$ cat src/include/smwp_defines.svh
/*
  constants of the static memory wait and page controller: wait modes,
  fixed slow clock lengths, reset values.
  assumes inclusion by bare name from the design file.
*/
`ifndef SMWP_DEFINES_SVH
`define SMWP_DEFINES_SVH

// external wait mode field codes
`define SMWP_WAIT_FROZEN 2'h2
`define SMWP_WAIT_READY 2'h3

// fixed slow clock read lengths, in cycles
`define SMWP_SLOW_RD_STR_SETUP 10'h001
`define SMWP_SLOW_RD_STR_PULSE 10'h001
`define SMWP_SLOW_RD_CS_SETUP 10'h000
`define SMWP_SLOW_RD_CS_PULSE 10'h002
`define SMWP_SLOW_RD_CYCLE 10'h002

// fixed slow clock write lengths, in cycles
`define SMWP_SLOW_WR_STR_SETUP 10'h001
`define SMWP_SLOW_WR_STR_PULSE 10'h001
`define SMWP_SLOW_WR_CS_SETUP 10'h000
`define SMWP_SLOW_WR_CS_PULSE 10'h003
`define SMWP_SLOW_WR_CYCLE 10'h003

// smallest page in bytes, shifted by the page size field
`define SMWP_PAGE_BASE 24'h000004

// reset values
`define SMWP_RST_CS_N 6'h3f
`define SMWP_RST_LEN 10'h000
`define SMWP_RST_FLOAT 4'h0

`endif

$ cat src/include/smwp_pkg.sv
/*
  types of the static memory wait and page controller.
  assumes nothing beyond a SystemVerilog compiler.
*/
package smwp_pkg;
  typedef enum logic [1:0] {SMWP_IDLE, SMWP_RELOAD, SMWP_ACCESS, SMWP_FLOAT} smwp_state_e;
  typedef logic [9:0] smwp_len_t;
endpackage

$ cat src/smwp_static_mem_wait_page_ctrl.sv
/*
  access sequencer for external static memories: float waits, external
  wait (frozen/ready), slow clock waveforms and asynchronous page reads.
  assumes the configuration ports carry the set of the requested chip select
  and hold it while a request is offered; one clock, synchronous reset.
*/
`include "smwp_defines.svh"
// How it works
// without float optimization, float waits follow a read before next access
// read hold cycles already covering float time reduce the inserted waits
// wait mode 2 is frozen, 3 is ready, 0 ignores wait
// software gives hold cycles; no wait with page or slow mode
// wait is looked at only in the controlling strobe pulse phase
// frozen: counters and control outputs hold while wait asserted, then resume
// ready: wait tested in last pulse cycle, suspends, then hold phase
// ready: wait released early or asserted late changes nothing
// software programs pulse at least latency plus three cycles
// slow clock indication replaces programmed waveforms on all chip selects
// slow read 1,1,0,2,2; slow write 1,1,0,3,3 cycles
// a transfer started in slow mode finishes with slow lengths
// page reads only with page mode bit; pages 4 to 32 bytes
// pages aligned to size; high bits page address, low bits offset
// on 16-bit devices address bit 0 is dropped in page offset
// in page mode strobe and chip select share identical timing
// first page access uses cs pulse, later ones the strobe pulse
// page pulse values applied as given, without coherency checks
// entering or leaving slow mode adds a reload wait state
// float cycle count gives 0 to 15 float cycles
// page hit needs same chip select and page, no intervening access
// wait mode 1 behaves as disabled
// wait input passes a two-stage synchronizer before use
module smwp_static_mem_wait_page_ctrl import smwp_pkg::*; (
  // clock and reset
  input wire logic clock,
  input wire logic rst,
  // access request
  input wire logic reqValid,
  input wire logic reqWrite,
  input wire logic [2:0] reqCs,
  input wire logic [23:0] reqAddr,
  output logic reqReady,
  output logic accessDone,
  // configuration of the requested chip select
  input wire logic [5:0] readStrobeSetupLen,
  input wire logic [6:0] readStrobePulseLen,
  input wire logic [5:0] csReadSetupLen,
  input wire logic [6:0] csReadPulseLen,
  input wire logic [8:0] readCycleLen,
  input wire logic [5:0] writeStrobeSetupLen,
  input wire logic [6:0] writeStrobePulseLen,
  input wire logic [5:0] csWriteSetupLen,
  input wire logic [6:0] csWritePulseLen,
  input wire logic [8:0] writeCycleLen,
  input wire logic readCtrlSelect,
  input wire logic writeCtrlSelect,
  input wire logic [1:0] extWaitModeField,
  input wire logic floatOptimizeBit,
  input wire logic [3:0] floatCycleCount,
  input wire logic pageModeEnableBit,
  input wire logic [1:0] pageSizeField,
  input wire logic bus16,
  // power manager and external device
  input wire logic slowClockMode,
  input wire logic extWaitN,
  // memory side
  output logic [5:0] chipSelectN,
  output logic readStrobeN,
  output logic writeStrobeN,
  output logic [23:0] memAddr
);

  // field decoders: high bit weights 128 / 256
  // cycle length keeps two high bits, so it reaches 256 * 3 + 127
  function automatic smwp_len_t setupLen(input logic [5:0] v);
    return {2'h0, v[5], 2'h0, v[4:0]};
  endfunction
  function automatic smwp_len_t pulseLen(input logic [6:0] v);
    return {1'h0, v[6], 2'h0, v[5:0]};
  endfunction
  function automatic smwp_len_t cycleLen(input logic [8:0] v);
    return {v[8:7], 1'h0, v[6:0]};
  endfunction

  smwp_state_e state;
  smwp_len_t cnt, eStrSetup, eStrPulse, eCsSetup, eCsPulse, eCycle;
  logic eWrite, eCtrlStrobe, eFloatOn;
  logic [1:0] eWaitMode;
  logic [3:0] eFloat, floatCnt;
  logic [2:0] eCs, pageCs;
  logic [23:0] pageAddr;
  logic pageValid, slowSeen;
  logic waitMeta, waitSyncN;

  // request decode and effective parameter set
  wire take = reqValid && reqReady;
  wire [23:0] pageLow = (`SMWP_PAGE_BASE << pageSizeField) - 24'h000001;
  wire [23:0] reqPage = reqAddr & ~pageLow;
  wire pageRead = pageModeEnableBit && !reqWrite && !slowClockMode;
  // trade-off: one page tag for all chip selects; any other access breaks the page
  wire pageHit = pageRead && pageValid && reqCs == pageCs && reqPage == pageAddr;
  wire smwp_len_t pageLen = pageHit ? pulseLen(readStrobePulseLen) : pulseLen(csReadPulseLen);
  wire [23:0] offsAddr = bus16 ? {reqAddr[23:1], 1'b0} : reqAddr;
  wire needReload = slowClockMode != slowSeen;

  // slow set wins over programmed set, page set over normal read
  wire smwp_len_t nStrSetup = slowClockMode ? (reqWrite ? `SMWP_SLOW_WR_STR_SETUP : `SMWP_SLOW_RD_STR_SETUP) :
    pageRead ? `SMWP_RST_LEN : setupLen(reqWrite ? writeStrobeSetupLen : readStrobeSetupLen);
  wire smwp_len_t nStrPulse = slowClockMode ? (reqWrite ? `SMWP_SLOW_WR_STR_PULSE : `SMWP_SLOW_RD_STR_PULSE) :
    pageRead ? pageLen : pulseLen(reqWrite ? writeStrobePulseLen : readStrobePulseLen);
  wire smwp_len_t nCsSetup = slowClockMode ? (reqWrite ? `SMWP_SLOW_WR_CS_SETUP : `SMWP_SLOW_RD_CS_SETUP) :
    pageRead ? `SMWP_RST_LEN : setupLen(reqWrite ? csWriteSetupLen : csReadSetupLen);
  wire smwp_len_t nCsPulse = slowClockMode ? (reqWrite ? `SMWP_SLOW_WR_CS_PULSE : `SMWP_SLOW_RD_CS_PULSE) :
    pageRead ? pageLen : pulseLen(reqWrite ? csWritePulseLen : csReadPulseLen);
  wire smwp_len_t nCycle = slowClockMode ? (reqWrite ? `SMWP_SLOW_WR_CYCLE : `SMWP_SLOW_RD_CYCLE) :
    pageRead ? pageLen : cycleLen(reqWrite ? writeCycleLen : readCycleLen);
  // page and slow read waveforms give no hold, a strobe-controlled slow write one cycle; external wait stays out of them all
  wire [1:0] nWaitMode = (slowClockMode || pageRead) ? 2'h0 : extWaitModeField;
  wire nCtrlStrobe = reqWrite ? writeCtrlSelect : readCtrlSelect;

  // phase decode of the running access
  wire smwp_len_t ctrlStart = eCtrlStrobe ? eStrSetup : eCsSetup;
  wire smwp_len_t ctrlEnd = ctrlStart + (eCtrlStrobe ? eStrPulse : eCsPulse);
  wire inPulse = cnt >= ctrlStart && cnt < ctrlEnd;
  wire lastPulse = cnt == ctrlEnd - 10'h001;
  // hazard: a wait shorter than the synchronizer delay may never be seen
  wire waitOn = !waitSyncN;
  wire frozenMode = eWaitMode == `SMWP_WAIT_FROZEN;
  wire readyMode = eWaitMode == `SMWP_WAIT_READY;
  wire freeze = state == SMWP_ACCESS && waitOn &&
    ((frozenMode && inPulse) || (readyMode && lastPulse));
  // a cycle length of zero wraps to 1023 and runs 1024 cycles; software must program at least one
  wire accessEnd = state == SMWP_ACCESS && !freeze && cnt >= eCycle - 10'h001;
  // hold already spent counts against float time, so only the rest is waited
  wire smwp_len_t holdLen = eCycle > ctrlEnd ? eCycle - ctrlEnd : `SMWP_RST_LEN;
  wire [3:0] floatExtra = {6'h00, eFloat} > holdLen ? 4'(10'(eFloat) - holdLen) : 4'h0;
  wire strOn = state == SMWP_ACCESS && cnt >= eStrSetup && cnt < 10'(eStrSetup + eStrPulse);
  wire csOn = state == SMWP_ACCESS && cnt >= eCsSetup && cnt < 10'(eCsSetup + eCsPulse);
  // chip select numbers above five select no line
  wire [5:0] csOneHot = 6'h01 << eCs;

  // wait input synchronizer; first stage feeds only the second
  always_ff @(posedge clock) begin
    if (rst) begin
      waitMeta <= 1'b1;
      waitSyncN <= 1'b1;
    end else begin
      waitMeta <= extWaitN;
      waitSyncN <= waitMeta;
    end
  end

  // sequencer state and counters; counter holding is the freeze itself
  always_ff @(posedge clock) begin
    if (rst) begin
      state <= SMWP_IDLE;
      cnt <= `SMWP_RST_LEN;
      floatCnt <= `SMWP_RST_FLOAT;
      reqReady <= 1'b1;
      accessDone <= 1'b0;
    end else begin
      accessDone <= accessEnd;
      unique case (state)
        SMWP_IDLE: if (take) begin
          reqReady <= 1'b0;
          cnt <= `SMWP_RST_LEN;
          state <= needReload ? SMWP_RELOAD : SMWP_ACCESS;
        end
        SMWP_RELOAD: state <= SMWP_ACCESS;
        SMWP_ACCESS: if (accessEnd) begin
          if (eFloatOn && floatExtra != 4'h0) begin
            floatCnt <= floatExtra;
            state <= SMWP_FLOAT;
          end else begin
            state <= SMWP_IDLE;
            reqReady <= 1'b1;
          end
        end else if (!freeze) begin
          cnt <= cnt + 10'h001;
        end
        // counts down to one so reqReady returns right after the last float cycle
        SMWP_FLOAT: if (floatCnt == 4'h1) begin
          state <= SMWP_IDLE;
          reqReady <= 1'b1;
        end else begin
          floatCnt <= floatCnt - 4'h1;
        end
      endcase
    end
  end

  // parameter set latched at the start; slow set survives a mode change
  always_ff @(posedge clock) begin
    if (rst) begin
      {eStrSetup, eStrPulse, eCsSetup, eCsPulse, eCycle} <= {5{`SMWP_RST_LEN}};
      {eWrite, eCtrlStrobe, eFloatOn} <= 3'h0;
      eWaitMode <= 2'h0;
      eFloat <= `SMWP_RST_FLOAT;
      eCs <= 3'h0;
      memAddr <= 24'h000000;
    end else if (take) begin
      {eStrSetup, eStrPulse, eCsSetup, eCsPulse, eCycle} <= {nStrSetup, nStrPulse, nCsSetup, nCsPulse, nCycle};
      eWrite <= reqWrite;
      eCtrlStrobe <= nCtrlStrobe;
      eFloatOn <= !reqWrite && !floatOptimizeBit;
      eWaitMode <= nWaitMode;
      eFloat <= floatCycleCount;
      eCs <= reqCs;
      memAddr <= pageRead ? offsAddr : reqAddr;
    end
  end

  // page tracking and slow mode memory; any non-page access breaks the page
  always_ff @(posedge clock) begin
    if (rst) begin
      pageValid <= 1'b0;
      pageCs <= 3'h0;
      pageAddr <= 24'h000000;
      slowSeen <= 1'b0;
    end else if (take) begin
      pageValid <= pageRead;
      pageCs <= reqCs;
      pageAddr <= reqPage;
      slowSeen <= slowClockMode;
    end
  end

  // registered memory-side strobes, one cycle behind the counter
  always_ff @(posedge clock) begin
    if (rst) begin
      chipSelectN <= `SMWP_RST_CS_N;
      readStrobeN <= 1'b1;
      writeStrobeN <= 1'b1;
    end else begin
      chipSelectN <= csOn ? ~csOneHot : `SMWP_RST_CS_N;
      readStrobeN <= !(strOn && !eWrite);
      writeStrobeN <= !(strOn && eWrite);
    end
  end
endmodule // smwp_static_mem_wait_page_ctrl

$ cat config.mk
export PLATFORM = sky130hd
export DESIGN_NAME = smwp_static_mem_wait_page_ctrl
export DESIGN_NICKNAME = d
export VERILOG_FILES = /design/src/include/smwp_pkg.sv /design/src/smwp_static_mem_wait_page_ctrl.sv
export VERILOG_INCLUDE_DIRS = /design/src /design/src/include
export SDC_FILE = /design/constraint.sdc
export NUM_CORES = 1
export LEC_CHECK = 0
export ABC_AREA = 1
export BUFFER_PORTS_ARGS = -buffer_cell sky130_fd_sc_hd__buf_2
export CAP_MARGIN = 25
export CORE_UTILIZATION = 45
export DETAILED_ROUTE_END_ITERATION = 16
export PLACE_DENSITY = 0.68
export SLEW_MARGIN = 5
export SYNTH_ARGS = -nofsm -noshare
export SYNTH_HDL_FRONTEND = slang
export SYNTH_SLANG_ARGS = --single-unit
$ cat constraint.sdc
create_clock -name clock -period 7.9 [get_ports clock]
set_clock_uncertainty 0.05 [all_clocks]
set_input_delay 1.58 -clock clock [delete_from_list [all_inputs] [get_ports clock]]
set_output_delay 1.58 -clock clock [all_outputs]
set_load 0.1 [all_outputs]
; ---- After elaboration in Yosys (flattened, before gate mapping)
; Cells that the tools add are included.
[totals]
output_inout_bits = 34
wordCells = 153
regBits = 140
in_bits = 116
[classes]
n_shift = 2
addsub = 10
n_bitwise = 4
reduce_logical = 41
order_cmp = 9
eq_ne = 18
n_mux = 44
[op_table]
columns = cell, count
row1 = $mux W10, 9
row2 = $mux W9, 5
row3 = $ge A10 B10 Y1, 4
row4 = $mux W8, 4
row5 = $add A10 B10 Y10, 3
row6 = $lt A10 B10 Y1, 3
row7 = $and A24 B24 Y24, 1
row8 = $eq A24 B24 Y1, 1
row9 = $not A24 Y24, 1
row10 = $shl A3 B2 Y24 const A, 1
row11 = $sub A24 B1 Y24 const B, 1
row12 = $logic_and A1 B1 Y1, 21
row13 = $pmux W10 S2, 1
row14 = $sub A10 B1 Y10 const B, 2
row15 = $mux W4, 4
row16 = $mux W7, 2
row17 = $ne A2 B2 Y1 const B, 7
row18 = $mux W2, 6
row19 = $mux W6, 2
row20 = $add A10 B1 Y10 const B, 1
row21 = $eq A10 B10 Y1, 1
row22 = $gt A10 B10 Y1, 1
row23 = $gt A4 B10 Y1, 1
row24 = $sub A10 B10 Y10, 1
row25 = other kinds (25), 45

; ---- Logic depth before layout (Yosys ltp)
[logic_depth]
depth_word = 12
depth_mapped = 39
ltp_nobuf = 38

; ---- Least setup slack after synthesis
; No wires, ideal clock.
[synth_path]
path_type = register to register
start = register eCtrlStrobe
end = register floatCnt[1]
n_path_buf = 2
path_slack_ns = 3.264
path_stages_with_launch = 33
setup_time_ns = 0.113
required_time_ns = 7.737
period_less_slack_ns = 4.636
arrival_ns = 4.473
path_cell_list = dfxtp_1 > buf_6 > clkbuf_1 > nand2_1 > nand2_1 > ha_1 > fa_1 > fa_1 > nor2_1 > o21ai_0 > nand2_1 > nand3_1 > nand3_2 > nand3_1 > nand2_1 > and2_4 > inv_1 > or2_2 > fa_1 > a21oi_1 > o21bai_1 > nand2_1 > inv_2 > nand2_2 > nor2_4 > o21ai_1 > nand2_1 > nand2_1 > nand2_2 > nand2_4 > nand2_1 > nand2_1 > nor2_1
[synth_between]
elab_chain_cells = 12
elab_cells_between_ends = 29
cone_classes = add/sub: 4 / order compare: 4 / eq/ne: 3 / mux: 7 / reduce/logical: 11
[synth_lines]
columns = item, line_no
row1 = from (decl), smwp_static_mem_wait_page_ctrl.sv:86  ; logic eWrite, eCtrlStrobe, eFloatOn;
row2 = from (signal assigned), smwp_static_mem_wait_page_ctrl.sv:203  ; eCtrlStrobe <= nCtrlStrobe;
row3 = branches (longest 12 deep; another with $add A10 B10 Y10), n/a
row4 = to (signal assigned), smwp_static_mem_wait_page_ctrl.sv:157  ; floatCnt <= `SMWP_RST_FLOAT;
row5 = to (signal assigned), smwp_static_mem_wait_page_ctrl.sv:171  ; floatCnt <= floatExtra;
row6 = to (signal assigned), smwp_static_mem_wait_page_ctrl.sv:185  ; floatCnt <= floatCnt - 4'h1;
row7 = to (decl), smwp_static_mem_wait_page_ctrl.sv:88  ; logic [3:0] eFloat, floatCnt;
; Several ways; the timed one is not identified. The select of a mux whose other input is x is not followed.
; A chain may end at the register's enable or synchronous reset.

; ---- Worst setup path after layout
[layout_path]
start = register eCtrlStrobe
end = register floatCnt[0]
; Same word-level chain as after synthesis.

==> impl_metrics.csv <==
group,metric,value,unit
status,status,"finished, final reports clean",
critical_path,end_kind,"flop",
hold_path,hold_end,"writeStrobeN",
critical_path,rrSetupSlack,2.46,ns
grt,grtUsageTotal,25.2,%
finish,fin_nets,1618,
clock_network,htreeDepth,4,
logic_synthesis,synth-xor-area-share,4.04,%
clock_network,post_cts_resized,0,
drt,wl_per_cell,14.2,um
clock_network,cts_hold_buf,0,
clock_network,post_cts_buffers,0,
floorplanning,die_y,141,um
timing,tightest_slew,0.851,ns
hold_path,hold_path_class,"reg -> reg",
logic_synthesis,synth_top_family_by_area,"simple AND/OR/NAND/NOR gates",
clock_network,clk_pin_slew_worst_paths,0.06,ns
logic_synthesis,yosys-mux-area-fraction,0,%
place,gp_congestion,0.940,
power,powerDensity,272,nW/um2
drt,drc_errors,0,
clock_network,clock_sinks,123,
grt,grt_max_degree,88,
clock_network,numCtsBuffers,17,
clock_network,worst_skew_pair.late_latency,0.43,ns
power,clkPwrFrac,28.6,%
power,power_frac_seq,27.4,%
timing,period_share,68.8,%
clock_network,cts_tree,"done",
timing,maxSlewHeadroom,43.2,%
grt,grt_pass1_vias,8019,
floorplanning,coreArea,18800,um2
run,cap_violations,0,
clock_network,clock_path_buffers,2,
hold_path,min_delay_path_depth,1,
critical_path,reg2reg_depth,34,
power,peakVddDrop,197,uV
power,p_comb_share,44.0,%
grt,antenna_found_initial,2,
logic_synthesis,netlist_area,8680,um2
logic_synthesis,seq_area_frac_synth,28.4,%
logic_synthesis,yosys.area_share.simple,31.9,%
timing,fin_setup_tns,0,ns
logic_synthesis,synthAdderAreaFrac,12.5,%
drt,drt.antenna.violating_nets,0,
power,p_switching,1.22,mW
critical_path,crit_required,8.17,ns
grt,grt_overflow,0,
place,port-buffer-count,149,
drt,vias_per_cell,5.13,
finish,layout-drive-gt1-share,16.7,%
critical_path,critical_path_class,"reg -> reg",
finish,nFillCells,1845,
floorplanning,initial_core_util,46.1,%
power,p_int,1.56,mW
timing,finalSetupViolCount,0,
critical_path,crit_path_top_delay_cell,"dfxtp_1",
drt,first_pass_iters,5,
finish,multiInputGateArea,5520,um2
timing,hold_viol,0,
critical_path,path_max_fanout,22,
critical_path,path_common_cell,"nand2_1",
grt,grt_pass1_wl,39800,um
drt,drt_iter0_drc,506,
finish,finalNonFillerCells,1691,
timing,fmax,0.184,GHz
floorplanning,ioPinCount,150,
critical_path,crit_arrival,5.71,ns
power,p_leak,4.88,nW
critical_path,slowest_delay,0.74,ns
hold_path,min-delay-start,"eWrite",
logic_synthesis,synthDistinctLibCells,52,
finish,area_growth,17.5,%
drt,wl,24000,um
clock_network,cts_root_buf,"clkbuf_16",
logic_synthesis,syn_avg_cell_area,6.74,um2
floorplanning,core.rowCount,50,
timing,rsz0062_at_grt,"false",
finish,regArea,2460,um2
timing,finalCriticalPeriod,5.44,ns
place,placed_cells,1658,
place,place_hpwl,18100,um
critical_path,rr_endpoint,"floatCnt[0]",
floorplanning,die_w,141,um
floorplanning,dieArea,19800,um2
logic_synthesis,synthesis.instances,1288,
logic_synthesis,synth_seq_cells,123,
timing,slew_viol_final,0,
logic_synthesis,synth_compound_area_share,15.2,%
finish,n_antenna_cell,0,
power,swShare,43.8,%
critical_path,rr_startpoint,"eCtrlStrobe",
logic_synthesis,syn_nets,1488,
drt,vias,8680,
critical_path,start_kind,"flop",
logic_synthesis,yosys_warnings,0,
-- synthesized netlist by cell type (all sizes together) --
cell	number	area, um2
nand2	379	1510
inv	129	484
dfxtp	123	2460
a21oi	122	614
nor2	111	437
nand3	91	508
ha	79	988
o21ai	67	339
clkbuf	39	156
xor2	25	219
nor3	16	85.1
xnor2	15	131
nand4	14	109
o211ai	8	60.1
a31oi	7	43.8
buf	6	45.0
a21o	5	37.5
a221oi	5	43.8
fa	5	100
o21a	5	37.5
or2	5	31.3
a211oi	4	30.0
nor4	4	25.0
o22ai	4	25.0
clkinv	3	11.3
nand3b	3	22.5
o21bai	3	22.5
a2111oi	2	17.5
a21boi	2	15.0
a2111o	1	11.3
a211o	1	8.76
and2	1	8.76
and3	1	11.3
nor3b	1	7.51
o2111ai	1	8.76
or4	1	7.51
-- cell families after synthesis --
family | after synthesis
AOI/OAI and AO/OA | 237
xor gates and xnor gates | 40
adders and majority gates | 84
buffers and inverters | 177
DFF | 123
and+or+nand+nor | 627
-- layer usage --
layer / track usage, % / wire length, um / vias up / part of all wire [%]
li1: - / - / 4505 / -
met1: 33.9 / 11300 / 3869 / 47
met2: 40.7 / 10900 / 263 / 46
met3: 4.25 / 1340 / 39 / 5.6
met4: 8.24 / 419 / 4 / 1.7
met5: 0 / 24 / - / 0.10
-- worst max-delay path, delay by kind of cell (launching register included) --
family | cells | cell delay (ns)
buf+inv | 4 | 0.43
fa+ha+maj | 4 | 1.45
compound gates | 4 | 0.42
flops | 1 | 0.74
simple gates | 22 | 2.24
-- worst max path at each step --
stage                             end  slack [ns]         from  depth (start not counted)
after floorplan           floatCnt[1]        3.26  eCtrlStrobe                         32
after global placement    floatCnt[0]        2.64  eCtrlStrobe                         34
after detailed placement  floatCnt[0]        2.53  eCtrlStrobe                         34
after CTS                 floatCnt[0]        2.51  eCtrlStrobe                         34
after global routing      floatCnt[0]        1.95  eCtrlStrobe                         34
final                     floatCnt[0]        2.46  eCtrlStrobe                         34
-- final cells by class --
class,count,area share (%)
Clock inverter,13,1.39
Multi-Input combinational cell,988,54.2
Inverter,132,4.86
Tap cell,260,3.19
Timing Repair Buffer,156,7.83
Clock buffer,19,4.44
Sequential cell,123,24.1
-- per-stage QoR --
stage / total power [mW] / instance area (um2) / hold WS [ns] / util [%] / setup WS, ns
global route: 2.99 / 10200 / 0.359 / 54.2 / 1.95
global placement: 1.97 / 9600 / 0.323 / 51.0 / 2.64
detailed placement: 1.98 / 9600 / 0.327 / 51.0 / 2.53
floorplan: 1.73 / 8680 / 0.315 / - / 3.26
finish: 2.78 / 10200 / 0.336 / 54.2 / 2.46
CTS: 2.78 / 10200 / 0.338 / 54.1 / 2.51
-- power groups by stage --
| stage | clock [mW] | combinational, mW | sequential (mW) |
|---|---|---|---|
| after global routing | 0.836 | 1.38 | 0.772 |
| after CTS | 0.805 | 1.22 | 0.761 |
| after floorplan | 0 | 0.829 | 0.897 |
| after global placement | 0 | 1.20 | 0.773 |
| final | 0.794 | 1.22 | 0.762 |
| after detailed placement | 0 | 1.21 | 0.774 |
-- flip-flops by register name, indices dropped and copies added (netlist names), 2 cells and up --
name	count
memAddr	24
eCycle	9
eCsSetup	6
eWaitMode	2
eCsPulse	7
floatCnt	4
eStrSetup	6
pageCs	3
eStrPulse	7
chipSelectN	6
state	2
eFloat	4
pageAddr	22
cnt	10
-- placed cells by master, fill, tap and decap left out, types with 7 or more instances in the layout --
cell	instances
nand3_1	82
nand2_2	14
nand3_2	8
o21ai_0	61
inv_1	126
xor2_1	25
a31oi_1	7
buf_4	7
nor3_1	15
nand2_1	357
ha_1	79
xnor2_1	15
buf_2	149
inv_6	8
dfxtp_1	123
nand4_1	12
o211ai_1	8
nand2_4	8
nor2_1	105
clkbuf_16	17
a21oi_1	121
No activity file was read; power rests on OpenSTA's default activity.
